### config.mk
export PLATFORM = sky130hd
export DESIGN_NAME = tape_tx
export DESIGN_NICKNAME = d
export VERILOG_FILES = /design/src/design/tape_tx_pkg.sv /design/src/design/char_fifo.sv /design/src/design/tape_tx.sv
export SDC_FILE = /design/constraint.sdc
export NUM_CORES = 1
export LEC_CHECK = 0
export BUFFER_PORTS_ARGS = -buffer_cell sky130_fd_sc_hd__buf_2
export CORE_AREA = 2 2 113 159
export CTS_BUF_LIST = sky130_fd_sc_hd__clkbuf_4
export DETAILED_ROUTE_END_ITERATION = 6
export DIE_AREA = 0 0 115 161
export HOLD_SLACK_MARGIN = 0.02
export PLACE_DENSITY = 0.85
export SKIP_CTS_REPAIR_TIMING = 1
export SLEW_MARGIN = 10
export SYNTH_ARGS = -nofsm -noshare
export SYNTH_HDL_FRONTEND = slang
export SYNTH_SLANG_ARGS = --single-unit
### constraint.sdc
create_clock -name ref_clk -period 5 [get_ports ref_clk]
set_input_delay 0.75 -clock ref_clk [delete_from_list [all_inputs] [get_ports ref_clk]]
set_output_delay 0.75 -clock ref_clk [all_outputs]
set_load 0.01 [all_outputs]
### src/design/tape_tx_pkg.sv
// ==========================================================
// Shared constants and types
package tape_tx_pkg;
	// ==========================================================
	// Clock and line timing
	localparam int CLK_HZ = 10_000_000;
	localparam int BAUD_FAST_X100 = 7500;
	localparam int BAUD_SLOW_X100 = 4550;
	// Longest element time rounds down
	localparam int UNIT_CYC_FAST = (CLK_HZ / BAUD_FAST_X100) * 100 + ((CLK_HZ % BAUD_FAST_X100) * 100) / BAUD_FAST_X100;
	localparam int UNIT_CYC_SLOW = (CLK_HZ / BAUD_SLOW_X100) * 100 + ((CLK_HZ % BAUD_SLOW_X100) * 100) / BAUD_SLOW_X100;
	localparam int FRAME_UNITS_X100 = 700;
	localparam int ELEM_UNITS_X100 = 100;
	localparam int CHAR_BITS = 5;
	localparam int STOP_UNITS_X100 = FRAME_UNITS_X100 - (CHAR_BITS + 1) * ELEM_UNITS_X100;
	localparam int CNT_W = 20;
	localparam int FEED_SETTLE_CYC = 4;
	localparam int FIFO_DEPTH = 16;

	// ==========================================================
	// Element indices inside a frame
	localparam logic [2:0] ELEM_START = 3'h0;
	localparam logic [2:0] ELEM_STOP = 3'h6;

	// ==========================================================
	// Register map
	localparam int ADDR_W = 12;
	localparam logic [11:0] CTRL_OFF = 12'h000;
	localparam logic [11:0] STATUS_OFF = 12'h004;
	localparam logic [11:0] CHAR_OFF = 12'h008;
	localparam logic [11:0] COUNT_OFF = 12'h00C;
	localparam int CTRL_MODE_LSB = 0;
	localparam int CTRL_RATE_BIT = 2;
	localparam logic CTRL_RATE_RST = 1'b0;

	// ==========================================================
	// Types
	typedef enum logic [1:0] {
		MODE_KEYBOARD,
		MODE_KEY_TAPE,
		MODE_TAPE
	} mode_t;

	typedef struct packed {
		logic send_req;
		logic run;
		logic tape_present;
		logic tape_tight;
	} panel_t;

	typedef struct packed {
		logic [11:0] paddr;
		logic psel;
		logic penable;
		logic pwrite;
		logic [31:0] pwdata;
	} apb_req_t;
endpackage : tape_tx_pkg

### src/design/char_fifo.sv
`timescale 1ns/1ps
`default_nettype none
// ==========================================================
// Synchronous FIFO with valid/ready on both sides
module char_fifo #(
	parameter int WIDTH = 5,
	parameter int DEPTH = 16
) (
	// Clock and reset
	input wire logic clk,
	input wire logic rst,
	// Fill side
	input wire logic in_valid,
	output logic in_ready,
	input wire logic [WIDTH-1:0] in_data,
	// Drain side
	output logic out_valid,
	input wire logic out_ready,
	output logic [WIDTH-1:0] out_data,
	// Fill level
	output logic [$clog2(DEPTH):0] level
);
	localparam int AW = $clog2(DEPTH);

	logic [WIDTH-1:0] mem [DEPTH];
	logic [AW-1:0] wr_ptr_q;
	logic [AW-1:0] rd_ptr_q;
	logic [AW:0] count_q;
	wire push = in_valid && in_ready;
	wire pop = out_valid && out_ready;

	assign in_ready = count_q != (AW+1)'(DEPTH);
	assign out_valid = count_q != '0;
	assign out_data = mem[rd_ptr_q];
	assign level = count_q;

	always_ff @(posedge clk) begin
		if (push) begin
			mem[wr_ptr_q] <= in_data;
		end
	end

	always_ff @(posedge clk) begin
		if (rst) begin
			wr_ptr_q <= '0;
			rd_ptr_q <= '0;
			count_q <= '0;
		end else begin
			if (push) begin
				wr_ptr_q <= (wr_ptr_q == AW'(DEPTH - 1)) ? '0 : wr_ptr_q + AW'(1);
			end
			if (pop) begin
				rd_ptr_q <= (rd_ptr_q == AW'(DEPTH - 1)) ? '0 : rd_ptr_q + AW'(1);
			end
			count_q <= count_q + (AW+1)'(push) - (AW+1)'(pop);
		end
	end
endmodule : char_fifo
`default_nettype wire

### src/design/tape_tx.sv
// Operation
// - Each character goes out as a serial frame spanning 7.00 unit intervals.
// - Unit timing is 75 or 45.5 baud, chosen by configuration, fixed while sending.
// - Keyboard-only mode keeps the transmitter off the line, except to finish a frame already under way.
// - Tape modes send only with send, tape present, run and no tight tape.
// - Only on-line sending of stored tape characters; no local-only function.
// - The local printer receives the outgoing line signal as a monitor.
// - All conditions met but run: stay idle; run starts the first cycle.
// - Keep sending tape characters in order until run is switched off.
// - Latch the five bits, then send start, five data, stop elements.
// - With enable held, next cycle starts right after the last, no gap.
// - Enable lost mid-cycle: finish the frame, halt at home, never truncate.
// - Input is a parallel five-unit code, read ahead into the FIFO_DEPTH character buffer, one character per tape_feed pulse.
// - The start element is always spacing.
// - Losing tape-present removes enable so no false all-marking character goes.
// - After a tight-tape stop, sending resumes by itself if run stays on.
`timescale 1ns/1ps
`default_nettype none
module tape_tx #(
	parameter int UNIT_CYC_FAST = tape_tx_pkg::UNIT_CYC_FAST,
	parameter int UNIT_CYC_SLOW = tape_tx_pkg::UNIT_CYC_SLOW,
	parameter int FIFO_DEPTH = tape_tx_pkg::FIFO_DEPTH
) (
	// Clock and reset
	input wire logic ref_clk,
	input wire logic rst,
	// APB slave
	input wire logic [tape_tx_pkg::ADDR_W-1:0] paddr,
	input wire logic psel,
	input wire logic penable,
	input wire logic pwrite,
	input wire logic [31:0] pwdata,
	output logic [31:0] prdata,
	output logic pready,
	output logic pslverr,
	// Operator switches and tape contacts
	input wire tape_tx_pkg::panel_t panel_in,
	// Tape reader
	input wire logic [tape_tx_pkg::CHAR_BITS-1:0] tape_data,
	output logic tape_feed,
	// Telegraph line and local monitor
	output logic line_mark,
	output logic line_drive_en,
	output logic monitor_mark
);
	localparam int CW = tape_tx_pkg::CNT_W;
	localparam int NB = tape_tx_pkg::CHAR_BITS;
	localparam int LW = $clog2(FIFO_DEPTH) + 1;

	typedef enum {
		TX_HOME,
		TX_SEND
	} tx_state_t;

	// ==========================================================
	// Pin synchronisers
	tape_tx_pkg::panel_t panel_s1_q;
	tape_tx_pkg::panel_t panel_q;
	logic [NB-1:0] data_s1_q;
	logic [NB-1:0] data_q;

	always_ff @(posedge ref_clk) begin
		if (rst) begin
			panel_s1_q <= '0;
			panel_q <= '0;
			data_s1_q <= '0;
			data_q <= '0;
		end else begin
			panel_s1_q <= panel_in;
			panel_q <= panel_s1_q;
			data_s1_q <= tape_data;
			data_q <= data_s1_q;
		end
	end

	// ==========================================================
	// Configuration and status registers
	tape_tx_pkg::apb_req_t req;
	tape_tx_pkg::mode_t mode_q;
	tape_tx_pkg::mode_t mode_d;
	logic rate_cfg_q;
	logic rate_q;
	logic pready_q;
	logic pslverr_q;
	logic [31:0] prdata_q;
	logic [NB-1:0] last_char_q;
	logic [31:0] char_count_q;

	assign req = '{paddr: paddr, psel: psel, penable: penable, pwrite: pwrite, pwdata: pwdata};

	wire access = req.psel && req.penable && !pready_q;
	wire commit = req.psel && req.penable && pready_q;
	wire hit_ctrl = req.paddr == tape_tx_pkg::CTRL_OFF;
	wire hit_status = req.paddr == tape_tx_pkg::STATUS_OFF;
	wire hit_char = req.paddr == tape_tx_pkg::CHAR_OFF;
	wire hit_count = req.paddr == tape_tx_pkg::COUNT_OFF;
	wire hit_any = hit_ctrl || hit_status || hit_char || hit_count;
	wire wr_ctrl = commit && req.pwrite && hit_ctrl;
	wire [1:0] mode_field = req.pwdata[tape_tx_pkg::CTRL_MODE_LSB +: 2];

	// Unused mode code falls back to keyboard-only
	assign mode_d = (mode_field == 2'(tape_tx_pkg::MODE_KEY_TAPE)) ? tape_tx_pkg::MODE_KEY_TAPE :
		(mode_field == 2'(tape_tx_pkg::MODE_TAPE)) ? tape_tx_pkg::MODE_TAPE : tape_tx_pkg::MODE_KEYBOARD;

	// ==========================================================
	// Transmit enable path
	wire tape_mode = mode_q != tape_tx_pkg::MODE_KEYBOARD;
	wire tx_enable = tape_mode && panel_q.send_req && panel_q.run
		&& panel_q.tape_present && !panel_q.tape_tight;

	// ==========================================================
	// Tape reader: sense, store, advance
	logic fifo_in_ready;
	logic fifo_out_valid;
	logic [NB-1:0] fifo_out_data;
	logic [LW-1:0] fifo_level;
	logic [3:0] settle_q;
	logic tape_feed_q;

	wire settled = settle_q == 4'h0;
	wire sense = tx_enable && settled && fifo_in_ready;

	always_ff @(posedge ref_clk) begin
		if (rst) begin
			settle_q <= 4'h0;
			tape_feed_q <= 1'b0;
		end else begin
			tape_feed_q <= sense;
			if (sense) begin
				settle_q <= 4'(tape_tx_pkg::FEED_SETTLE_CYC);
			end else if (!settled) begin
				settle_q <= settle_q - 4'h1;
			end
		end
	end

	// ==========================================================
	// Character buffer between reader and line
	logic fifo_pop;

	char_fifo #(
		.WIDTH(NB),
		.DEPTH(FIFO_DEPTH)
	) u_fifo (
		.clk(ref_clk),
		.rst(rst),
		.in_valid(sense),
		.in_ready(fifo_in_ready),
		.in_data(data_q),
		.out_valid(fifo_out_valid),
		.out_ready(fifo_pop),
		.out_data(fifo_out_data),
		.level(fifo_level)
	);

	// ==========================================================
	// Frame sequencer
	tx_state_t state_q;
	tx_state_t state_d;
	logic [2:0] elem_q;
	logic [CW-1:0] tick_q;
	logic [NB-1:0] shift_q;
	logic line_mark_q;
	logic line_en_q;

	wire [CW-1:0] unit_cyc = rate_q ? CW'(UNIT_CYC_SLOW) : CW'(UNIT_CYC_FAST);
	wire [CW-1:0] stop_cyc = CW'((64'(unit_cyc) * tape_tx_pkg::STOP_UNITS_X100) / tape_tx_pkg::ELEM_UNITS_X100);
	wire [CW-1:0] elem_len = (elem_q == tape_tx_pkg::ELEM_STOP) ? stop_cyc : unit_cyc;
	wire elem_done = tick_q == elem_len - CW'(1);
	wire frame_done = (state_q == TX_SEND) && elem_done && (elem_q == tape_tx_pkg::ELEM_STOP);
	wire at_home = (state_q == TX_HOME) || frame_done;
	wire start_frame = at_home && tx_enable && fifo_out_valid;

	assign fifo_pop = start_frame;
	assign state_d = start_frame ? TX_SEND : (frame_done ? TX_HOME : state_q);

	always_ff @(posedge ref_clk) begin
		if (rst) begin
			state_q <= TX_HOME;
		end else begin
			state_q <= state_d;
		end
	end

	always_ff @(posedge ref_clk) begin
		if (rst) begin
			elem_q <= tape_tx_pkg::ELEM_START;
			tick_q <= '0;
			shift_q <= '0;
		end else if (start_frame) begin
			elem_q <= tape_tx_pkg::ELEM_START;
			tick_q <= '0;
			shift_q <= fifo_out_data;
		end else if (state_q == TX_SEND) begin
			if (elem_done) begin
				tick_q <= '0;
				elem_q <= elem_q + 3'h1;
				if (elem_q != tape_tx_pkg::ELEM_START) begin
					shift_q <= shift_q >> 1;
				end
			end else begin
				tick_q <= tick_q + CW'(1);
			end
		end
	end

	// ==========================================================
	// Line level
	logic line_d;

	always_comb begin
		line_d = 1'b1;
		case (state_d)
			TX_HOME: line_d = 1'b1;
			TX_SEND: begin
				if (start_frame) begin
					line_d = 1'b0;
				end else if (elem_done && elem_q == tape_tx_pkg::ELEM_START) begin
					line_d = shift_q[0];
				end else if (elem_done && elem_q != tape_tx_pkg::ELEM_STOP) begin
					line_d = (elem_q == 3'(NB)) ? 1'b1 : shift_q[1];
				end else begin
					line_d = line_mark_q;
				end
			end
			default: line_d = 1'b1;
		endcase
	end

	always_ff @(posedge ref_clk) begin
		if (rst) begin
			line_mark_q <= 1'b1;
			line_en_q <= 1'b0;
		end else begin
			line_mark_q <= line_d;
			line_en_q <= tape_mode || (state_d == TX_SEND);
		end
	end

	// ==========================================================
	// APB slave logic
	wire busy = state_q == TX_SEND;
	wire [31:0] status_word = {{(32 - 12 - LW){1'b0}}, fifo_level, busy, elem_q,
		line_mark_q, line_en_q, tx_enable, rate_q, panel_q};
	wire [31:0] read_word = hit_ctrl ? {29'h0, rate_cfg_q, 2'(mode_q)} :
		hit_status ? status_word :
		hit_char ? {27'h0, last_char_q} :
		hit_count ? char_count_q : 32'h0000_0000;

	always_ff @(posedge ref_clk) begin
		if (rst) begin
			pready_q <= 1'b0;
			pslverr_q <= 1'b0;
			prdata_q <= 32'h0000_0000;
		end else begin
			pready_q <= access;
			pslverr_q <= access && !hit_any;
			prdata_q <= (access && !req.pwrite) ? read_word : 32'h0000_0000;
		end
	end

	always_ff @(posedge ref_clk) begin
		if (rst) begin
			mode_q <= tape_tx_pkg::MODE_KEYBOARD;
			rate_cfg_q <= tape_tx_pkg::CTRL_RATE_RST;
			rate_q <= tape_tx_pkg::CTRL_RATE_RST;
		end else begin
			if (wr_ctrl) begin
				mode_q <= mode_d;
				rate_cfg_q <= req.pwdata[tape_tx_pkg::CTRL_RATE_BIT];
			end
			if (at_home && !start_frame) begin
				rate_q <= rate_cfg_q;
			end
		end
	end

	always_ff @(posedge ref_clk) begin
		if (rst) begin
			last_char_q <= '0;
			char_count_q <= 32'h0000_0000;
		end else if (start_frame) begin
			last_char_q <= fifo_out_data;
			char_count_q <= char_count_q + 32'h0000_0001;
		end
	end

	// ==========================================================
	// Outputs
	assign prdata = prdata_q;
	assign pready = pready_q;
	assign pslverr = pslverr_q;
	assign tape_feed = tape_feed_q;
	assign line_mark = line_mark_q;
	assign line_drive_en = line_en_q;
	assign monitor_mark = line_mark_q;
endmodule : tape_tx
`default_nettype wire

==> impl_metrics.yaml, run 1 <==
worst_setup_path:
  setup.worst_path.class: "reg -> reg"
  setup.worst_path.start_class: "register"
  worstPathArrival_ps: 4250
  crit_path_end_kind: "register"
  highest_cell_delay_on_the_worst_timing_path_ps: 540
  cp_common_cell: "sky130_fd_sc_hd__inv_1"
  cp.required_ps: 5470
  cp_cell_sequence: "or4_1 > or4_4 > a2111o_1 > a211o_2 > inv_1 > ha_1 > inv_1 > ha_1 > inv_1 > fa_1 > inv_1 > a21oi_1 > nor2_1 > or3_1 > a21oi_1"
  worstPathMaxFanout: 4
  worst_path_max_delay_cell: "sky130_fd_sc_hd__or4_1"
die:
  core_area_mm2: 0.01712
  die-width_um: 115
  fp.dieArea_mm2: 0.01852
  io_pins: 96
  die_height_um: 161
  placement_rows: 57
  starting_density_of_the_core_pct: 58.95
logic_synthesis:
  post_synth_instance_area_mm2: 0.01009
  seq_area_frac_synth_pct: 58.93
  synth_async_sr_flop_share_pct: 0
  synthDominantAreaCellType: "sky130_fd_sc_hd__dfxtp_1"
  synth-main-ff-cell: "sky130_fd_sc_hd__dfxtp_1"
  synth.top_cells.by_area: "sky130_fd_sc_hd__dfxtp_1 35%, sky130_fd_sc_hd__edfxtp_1 24%, sky130_fd_sc_hd__mux4_2 6.3%, sky130_fd_sc_hd__and2_1 2.9%, sky130_fd_sc_hd__a21oi_1 2.9%"
  synth_commonest_cells: "177 x sky130_fd_sc_hd__dfxtp_1, 80 x sky130_fd_sc_hd__edfxtp_1, 61 x sky130_fd_sc_hd__nor2_1"
  synth_nets: 955
  ys_seq_elements: 257
  syn_area_per_cell_um2: 11.49
  postSynthCellCount: 878
  ys_warn_count: 0
  synth_edf_count: 80
  synth_top_cell_area_share_pct: 35.12
  netlist-cell-type-count: 56
  yosysMostFrequentCell: "sky130_fd_sc_hd__dfxtp_1"
drt:
  dr.first_iter.drc_count: 405
  routedWlPerCell_um: 16.48
  ant_nets: 0
  vias: 6925
  drc: 0
  vias_per_cell: 5.700
  detailedRoute.firstPassIterationCount: 5
  wirelength_mm: 20.03
global_route:
  aggregate_global_routing_overflow: 0
  first_global_vias: 6904
  grt_pass1_wl_mm: 32.93
  antenna_violations_before_repair: 1
  grt_util_all_layers_pct: 22.22
  largest_net_degree_at_the_start_of_global_routing: 93
clocking:
  clk_latency_ps: 670
  numClockSinks: 257
  max_clock_buf_depth: 3
  clock-root-buffer: "sky130_fd_sc_hd__clkbuf_4"
  cts.htree.levels: 2
  cts.reportedPaths.clkPinSlew_ps: 60
  tritoncts.num_buffers: 57
  cts_tree: "yes"
timing:
  final.setup_skew_ps: 56.29
  fin_tns_setup_ps: 0
  setup_viol: 0
  timing.final.crit_share_pct: 75.58
  worst_slew_margin_rel_pct: 34.60
  slew_violations: 0
  timing_worst_slew_pin_value_ps: 981.0
  rsz0062_at_grt: "no"
  timing.hold.ws_ps: 289.3
  timing.fmax_mhz: 264.6
  minimum_clock_period_after_layout_ps: 3779
  finalHoldViolations: 0
power_and_ir_drop:
  power_density_mw_per_mm2: 342.3
  total_leakage_power_nw: 4.129
  power.total_mw: 3.861
  ir_drop_mv: 0.2325
finish:
  final_layout_size_suffix_gt1_share_pct: 20.14
  flow.area_growth_from_synthesis_pct: 11.81
  design.final.nets: 1043
placed_design:
  dp_hpwl_mm: 13.66
  portBuffers: 66
  globalplace.congestion: 0.8136
run:
  max_cap_viol_count: 0
min_path:
  worstHoldPathType: "in -> reg"
status:
  outcome: "completed"
kinds of logic after synthesis:
family | after synthesis | share of synthesized area (%)
flops | 257 | 58.93
buf+inv | 68 | 2.753
mux | 39 | 7.366
fa+ha+maj | 19 | 2.431
simple gates | 337 | 18.17
xor+xnor | 24 | 2.083
compound gates | 134 | 8.272
where the power goes:
group	total [mW]	internal, mW	switching, mW
clock	1.58	0.815	0.761
combinational	0.103	0.0444	0.0587
sequential	2.18	2.16	0.0187
total	3.86	3.02	0.838
sequential cells by signal, indices dropped and copies added, names as in the netlist, 5 cells and up, named ones only:
register / cells
prdata: 32
data_s1_q: 5
u_fifo.level: 5
char_count_q: 32
tick_q: 20
data_q: 5
state_q: 32
shift_q: 5
u_fifo.mem: 80
last_char_q: 5
metal layers:
| layer | vias up | global-route usage [%] | share of wire, % |
|---|---|---|---|
| li1 | 3406 | - | - |
| met1 | 3313 | 24.64 | 38 |
| met2 | 166 | 40.35 | 55 |
| met3 | 40 | 4.053 | 3.6 |
| met4 | 0 | 10.73 | 3.0 |
| met5 | - | 0 | 0 |
through the flow:
step / std cells / util [%] / worst slack (ps) / instance area (um^2)
after floorplan: 878 / - / 1209 / 10090
after global placement: 1113 / 61.64 / 1267 / 10550
after detailed placement: 1113 / 61.64 / 1251 / 10550
after CTS: 1214 / 65.88 / 1187 / 11280
after global routing: 1215 / 65.91 / 1006 / 11280
final: 1215 / 65.91 / 1221 / 11280
path summary, 6_finish.rpt:
kind / startpoint / end / slack [ps] / depth (start not counted)
worst max-delay path: tick_q[9] / u_fifo.level[4] / 1220 / 15
worst min-delay path: panel_in[1] / panel_s1_q[1] / 290 / 2
worst max register to register: tick_q[9] / u_fifo.level[4] / 1220 / 15
worst min register to register: data_s1_q[0] / data_q[0] / 440 / 1
final cells by class:
class,count,area [um^2]
antenna,1,2.502
clock buffer,83,623.1
clock inverter,18,102.6
fill,1257,5836
inverter,24,90.09
multi-input combinational,553,3876
sequential,257,5946
tap,206,257.7
timing repair buffer,73,382.9
cells in the final DEF (no fill, tap or decap), types with 28 or more instances in the layout:
cell type,n
sky130_fd_sc_hd__mux4_2,28
sky130_fd_sc_hd__buf_2,66
sky130_fd_sc_hd__nor2b_1,28
sky130_fd_sc_hd__clkbuf_4,83
sky130_fd_sc_hd__edfxtp_1,80
sky130_fd_sc_hd__dfxtp_1,177
sky130_fd_sc_hd__nor2_1,60
sky130_fd_sc_hd__and2_1,47
sky130_fd_sc_hd__a21oi_1,58
sky130_fd_sc_hd__nand2_1,59
critical path: cells and delay by family, from the launching register on:
kind                       cells  cell delay, ps
and+or+nand+nor                4            1270
adders and majority gates      3             770
AOI/OAI and AO/OA              4             940
buffers and inverters          4             280
DFF                            1             330
No activity file was read; power rests on OpenSTA's default activity.
==> run 2, diff against run 1 <==
--- a/config.mk
+++ b/config.mk
@@ -5,11 +5,12 @@
 export SDC_FILE = /design/constraint.sdc
 export NUM_CORES = 1
 export LEC_CHECK = 0
+export ABC_AREA = 1
 export BUFFER_PORTS_ARGS = -buffer_cell sky130_fd_sc_hd__buf_2
-export CORE_AREA = 2 2 113 159
+export CORE_AREA = 2 2 120 169
 export CTS_BUF_LIST = sky130_fd_sc_hd__clkbuf_4
 export DETAILED_ROUTE_END_ITERATION = 6
-export DIE_AREA = 0 0 115 161
+export DIE_AREA = 0 0 122 171
 export HOLD_SLACK_MARGIN = 0.02
 export PLACE_DENSITY = 0.85
 export SKIP_CTS_REPAIR_TIMING = 1
==> constraint.sdc (replaced) <==
create_clock -name ref_clk -period 3.5 [get_ports ref_clk]
set_input_delay 0.525 -clock ref_clk [delete_from_list [all_inputs] [get_ports ref_clk]]
set_output_delay 0.525 -clock ref_clk [all_outputs]
set_load 0.01 [all_outputs]
==> run 2 against run 1 <==
  * Register-to-register slack worse by 840 ps
  * Largest power group unchanged
  * Global-route usage increased by 4.3 points
  * Largest cell class unchanged
  * Non-clock buffer count up 7
  * Hold slack lost 220 ps
  * Combinational power is 78% higher
  * Critical path depth rose by 2
  * Die area rose by 13%
  * Clock power rose by 49%
==> impl_metrics.yaml, run 2 <==
worst_setup_path:
  cp_cell_sequence: "buf_4 > nand2_1 > nand2_1 > nor2_1 > nand2_1 > a21oi_4 > nand3_4 > a21oi_2 > ha_1 > inv_1 > ha_1 > inv_1 > fa_1 > nor3_1 > a211oi_1 > o21ai_0 > a21oi_1"
  setup.worst_path.start_class: "register"
  setup.worst_path.class: "reg -> reg"
  worstPathArrival_ps: 3670
  critical_path.n_buffers_inverters: 3
  worstPathMaxFanout: 12
  timing.reg2reg.setup_slack_ps: 380
  worst_path_max_delay_cell: "sky130_fd_sc_hd__fa_1"
  crit_path_end_kind: "register"
  cp_common_cell: "sky130_fd_sc_hd__nand2_1"
  critical-path-top-delay-family: "adder cells"
  cp.required_ps: 4050
  highest_cell_delay_on_the_worst_timing_path_ps: 410
logic_synthesis:
  synth_edf_count: 80
  synth_compound_area_share_pct: 8.664
  synth.top_cells.by_area: "sky130_fd_sc_hd__dfxtp_1 31%, sky130_fd_sc_hd__edfxtp_1 21%, sky130_fd_sc_hd__nand2_1 9.2%, sky130_fd_sc_hd__nor2_1 8.4%, sky130_fd_sc_hd__inv_1 5.7%"
  synth_xor_area_share_pct: 1.612
  synth_top_family_by_area: "simple AND/OR/NAND/NOR gates"
  synthDominantAreaCellType: "sky130_fd_sc_hd__dfxtp_1"
  synth_nets: 1518
  syn_area_per_cell_um2: 7.917
  postSynthCellCount: 1441
  synth_commonest_cells: "279 x sky130_fd_sc_hd__nand2_1, 256 x sky130_fd_sc_hd__nor2_1, 177 x sky130_fd_sc_hd__dfxtp_1"
  synth-main-ff-cell: "sky130_fd_sc_hd__dfxtp_1"
  muxShareOfSynthArea_pct: 0
  seq_area_frac_synth_pct: 52.12
  synth-adder-area-share_pct: 2.150
  yosysMostFrequentCell: "sky130_fd_sc_hd__nand2_1"
  synth_top_cell_area_share_pct: 31.06
  ys_seq_elements: 257
  synth_async_sr_flop_share_pct: 0
  post_synth_instance_area_mm2: 0.01141
  netlist-cell-type-count: 42
  post_synth_and_or_nand_nor_area_fraction_pct: 27.16
  ys_warn_count: 0
power_and_ir_drop:
  ir_drop_mv: 0.5172
  total_leakage_power_nw: 4.972
  swShare_pct: 22.18
  power_density_mw_per_mm2: 447.3
  combPwrFrac_pct: 3.2
  intPower_mw: 4.404
  power.net_switching_mw: 1.255
  share_of_total_power_in_the_clock_network_pct: 41.7
  seq_power_share_pct: 55.1
global_route:
  first_global_vias: 9683
  grt_util_all_layers_pct: 26.54
  grt_pass1_wl_mm: 44.55
  antenna_violations_before_repair: 1
  largest_net_degree_at_the_start_of_global_routing: 88
  aggregate_global_routing_overflow: 0
timing:
  final.setup_skew_ps: 37.67
  timing_worst_slew_pin_value_ps: 872.7
  finalHoldViolations: 0
  slew_violations: 0
  setup_viol: 0
  timing.final.crit_share_pct: 89.17
  rsz0062_at_grt: "no"
  minimum_clock_period_after_layout_ps: 3121
  fin_tns_setup_ps: 0
  timing.fmax_mhz: 320.4
  postLayoutSetupSlackWorst_ps: 379.1
  worst_slew_margin_rel_pct: 41.82
placed_design:
  dp_hpwl_mm: 19.00
  portBuffers: 66
  globalplace.congestion: 0.9467
  placedCellCount: 1717
  place_ws_ps: 420.2
finish:
  design.final.nets: 1600
  largest_reg_flops: 80
  final_layout_size_suffix_gt1_share_pct: 12.27
  layout.cells.most_common_list: "279 x sky130_fd_sc_hd__nand2_1, 256 x sky130_fd_sc_hd__nor2_1, 177 x sky130_fd_sc_hd__dfxtp_1"
  flow.area_growth_from_synthesis_pct: 10.90
  fillers: 1625
  largest_register: "u_fifo.mem"
  mostFrequentLayoutCell: "sky130_fd_sc_hd__nand2_1"
  stdcell_count: 1818
clocking:
  cts.htree.levels: 2
  tritoncts.num_buffers: 56
  cts_tree: "yes"
  cts.reportedPaths.clkPinSlew_ps: 80
  clock-root-buffer: "sky130_fd_sc_hd__clkbuf_4"
  numClockSinks: 257
  clk_latency_ps: 670
  max_clock_buf_depth: 3
drt:
  detailedRoute.firstPassIterationCount: 6
  dr.first_iter.drc_count: 699
  vias: 9921
  met1Wirelength_mm: 10.16
  wirelength_mm: 27.43
  route.met3.wl_mm: 1.537
  drc: 0
  vias_per_cell: 5.457
  met2_length_mm: 14.40
  top_layer_used: "met4"
  routedWlPerCell_um: 15.09
  ant_nets: 0
die:
  die-width_um: 122
  die_height_um: 171
  io_pins: 96
  core_area_mm2: 0.01946
  starting_density_of_the_core_pct: 58.62
  fp.dieArea_mm2: 0.02086
  placement_rows: 61
status:
  outcome: "completed"
run:
  max_cap_viol_count: 0
min_path:
  worstHoldPathType: "in -> reg"
==> run 2: cell count changes after synthesis, sizes merged, moves of 24 or more <==
cell,before,now
nand2,59,281
mux4,28,0
nand3,23,87
inv,24,179
nor2b,28,0
o21ai,24,84
and2,48,1
nor2,61,257
nand4,19,43
==> run 2: layer usage <==
layer | vias up | track usage [%]
met1 | 4548 | 28.23
met2 | 370 | 49.31
met5 | - | 0
met4 | 0 | 14.74
li1 | 4897 | -
met3 | 106 | 4.100
==> run 2: worst paths after layout <==
check                             startpoint         endpoint  depth (start not counted)
worst max-delay path                  rate_q  u_fifo.level[4]                         17
worst min-delay path            tape_data[1]     data_s1_q[1]                          3
worst max register to register        rate_q  u_fifo.level[4]                         17
worst min register to register  data_s1_q[3]        data_q[3]                          2
==> run 2: cells by family after synthesis <==
logic type	after synthesis
and+or+nand+nor	728
AOI/OAI and AO/OA	178
adders and majority gates	19
xor gates and xnor gates	21
buffers and inverters	238
DFF	257
==> run 2: layout make-up <==
class	instances	area (um^2)	share of cell area, %
Antenna cell	1	2.502	0.01978
Clock buffer	90	675.6	5.340
Clock inverter	10	76.32	0.6032
Inverter	182	685.7	5.419
Multi-Input combinational cell	946	4516	35.69
Sequential cell	257	5946	46.99
Tap cell	252	315.3	2.492
Timing Repair Buffer	80	435.4	3.441
==> run 2: stage by stage <==
stage	hold slack [ps]	utilization [%]	power [mW]	instance area, um^2
6_report	65.17	65.01	5.660	12650
5_1_grt	48.81	65.01	5.867	12650
4_1_cts	23.75	65.00	5.709	12650
3_5_place_dp	392.7	61.13	3.364	11900
3_3_place_gp	389.2	61.13	3.352	11900
2_1_floorplan	388.3	-	3.308	11410
==> run 2: worst reg2reg max path, stage by stage (launching register included) <==
cell and delay (ps):
sky130_fd_sc_hd__dfxtp_1 380, sky130_fd_sc_hd__buf_4 210, sky130_fd_sc_hd__nand2_1 80, sky130_fd_sc_hd__nand2_1 60, sky130_fd_sc_hd__nor2_1 160, sky130_fd_sc_hd__nand2_1 110
sky130_fd_sc_hd__a21oi_4 200, sky130_fd_sc_hd__nand3_4 150, sky130_fd_sc_hd__a21oi_2 190, sky130_fd_sc_hd__ha_1 250, sky130_fd_sc_hd__inv_1 70, sky130_fd_sc_hd__ha_1 170
sky130_fd_sc_hd__inv_1 60, sky130_fd_sc_hd__fa_1 410, sky130_fd_sc_hd__nor3_1 250, sky130_fd_sc_hd__a211oi_1 100, sky130_fd_sc_hd__o21ai_0 150, sky130_fd_sc_hd__a21oi_1 50
==> run 2: power by group through the flow <==
stage | Sequential, mW | Combinational (mW) | Clock, mW
after floorplan | 3.18 | 0.132 | 0
after global placement | 3.18 | 0.170 | 0
after detailed placement | 3.18 | 0.180 | 0
after CTS | 3.12 | 0.184 | 2.41
after global routing | 3.12 | 0.205 | 2.54
final | 3.12 | 0.183 | 2.36
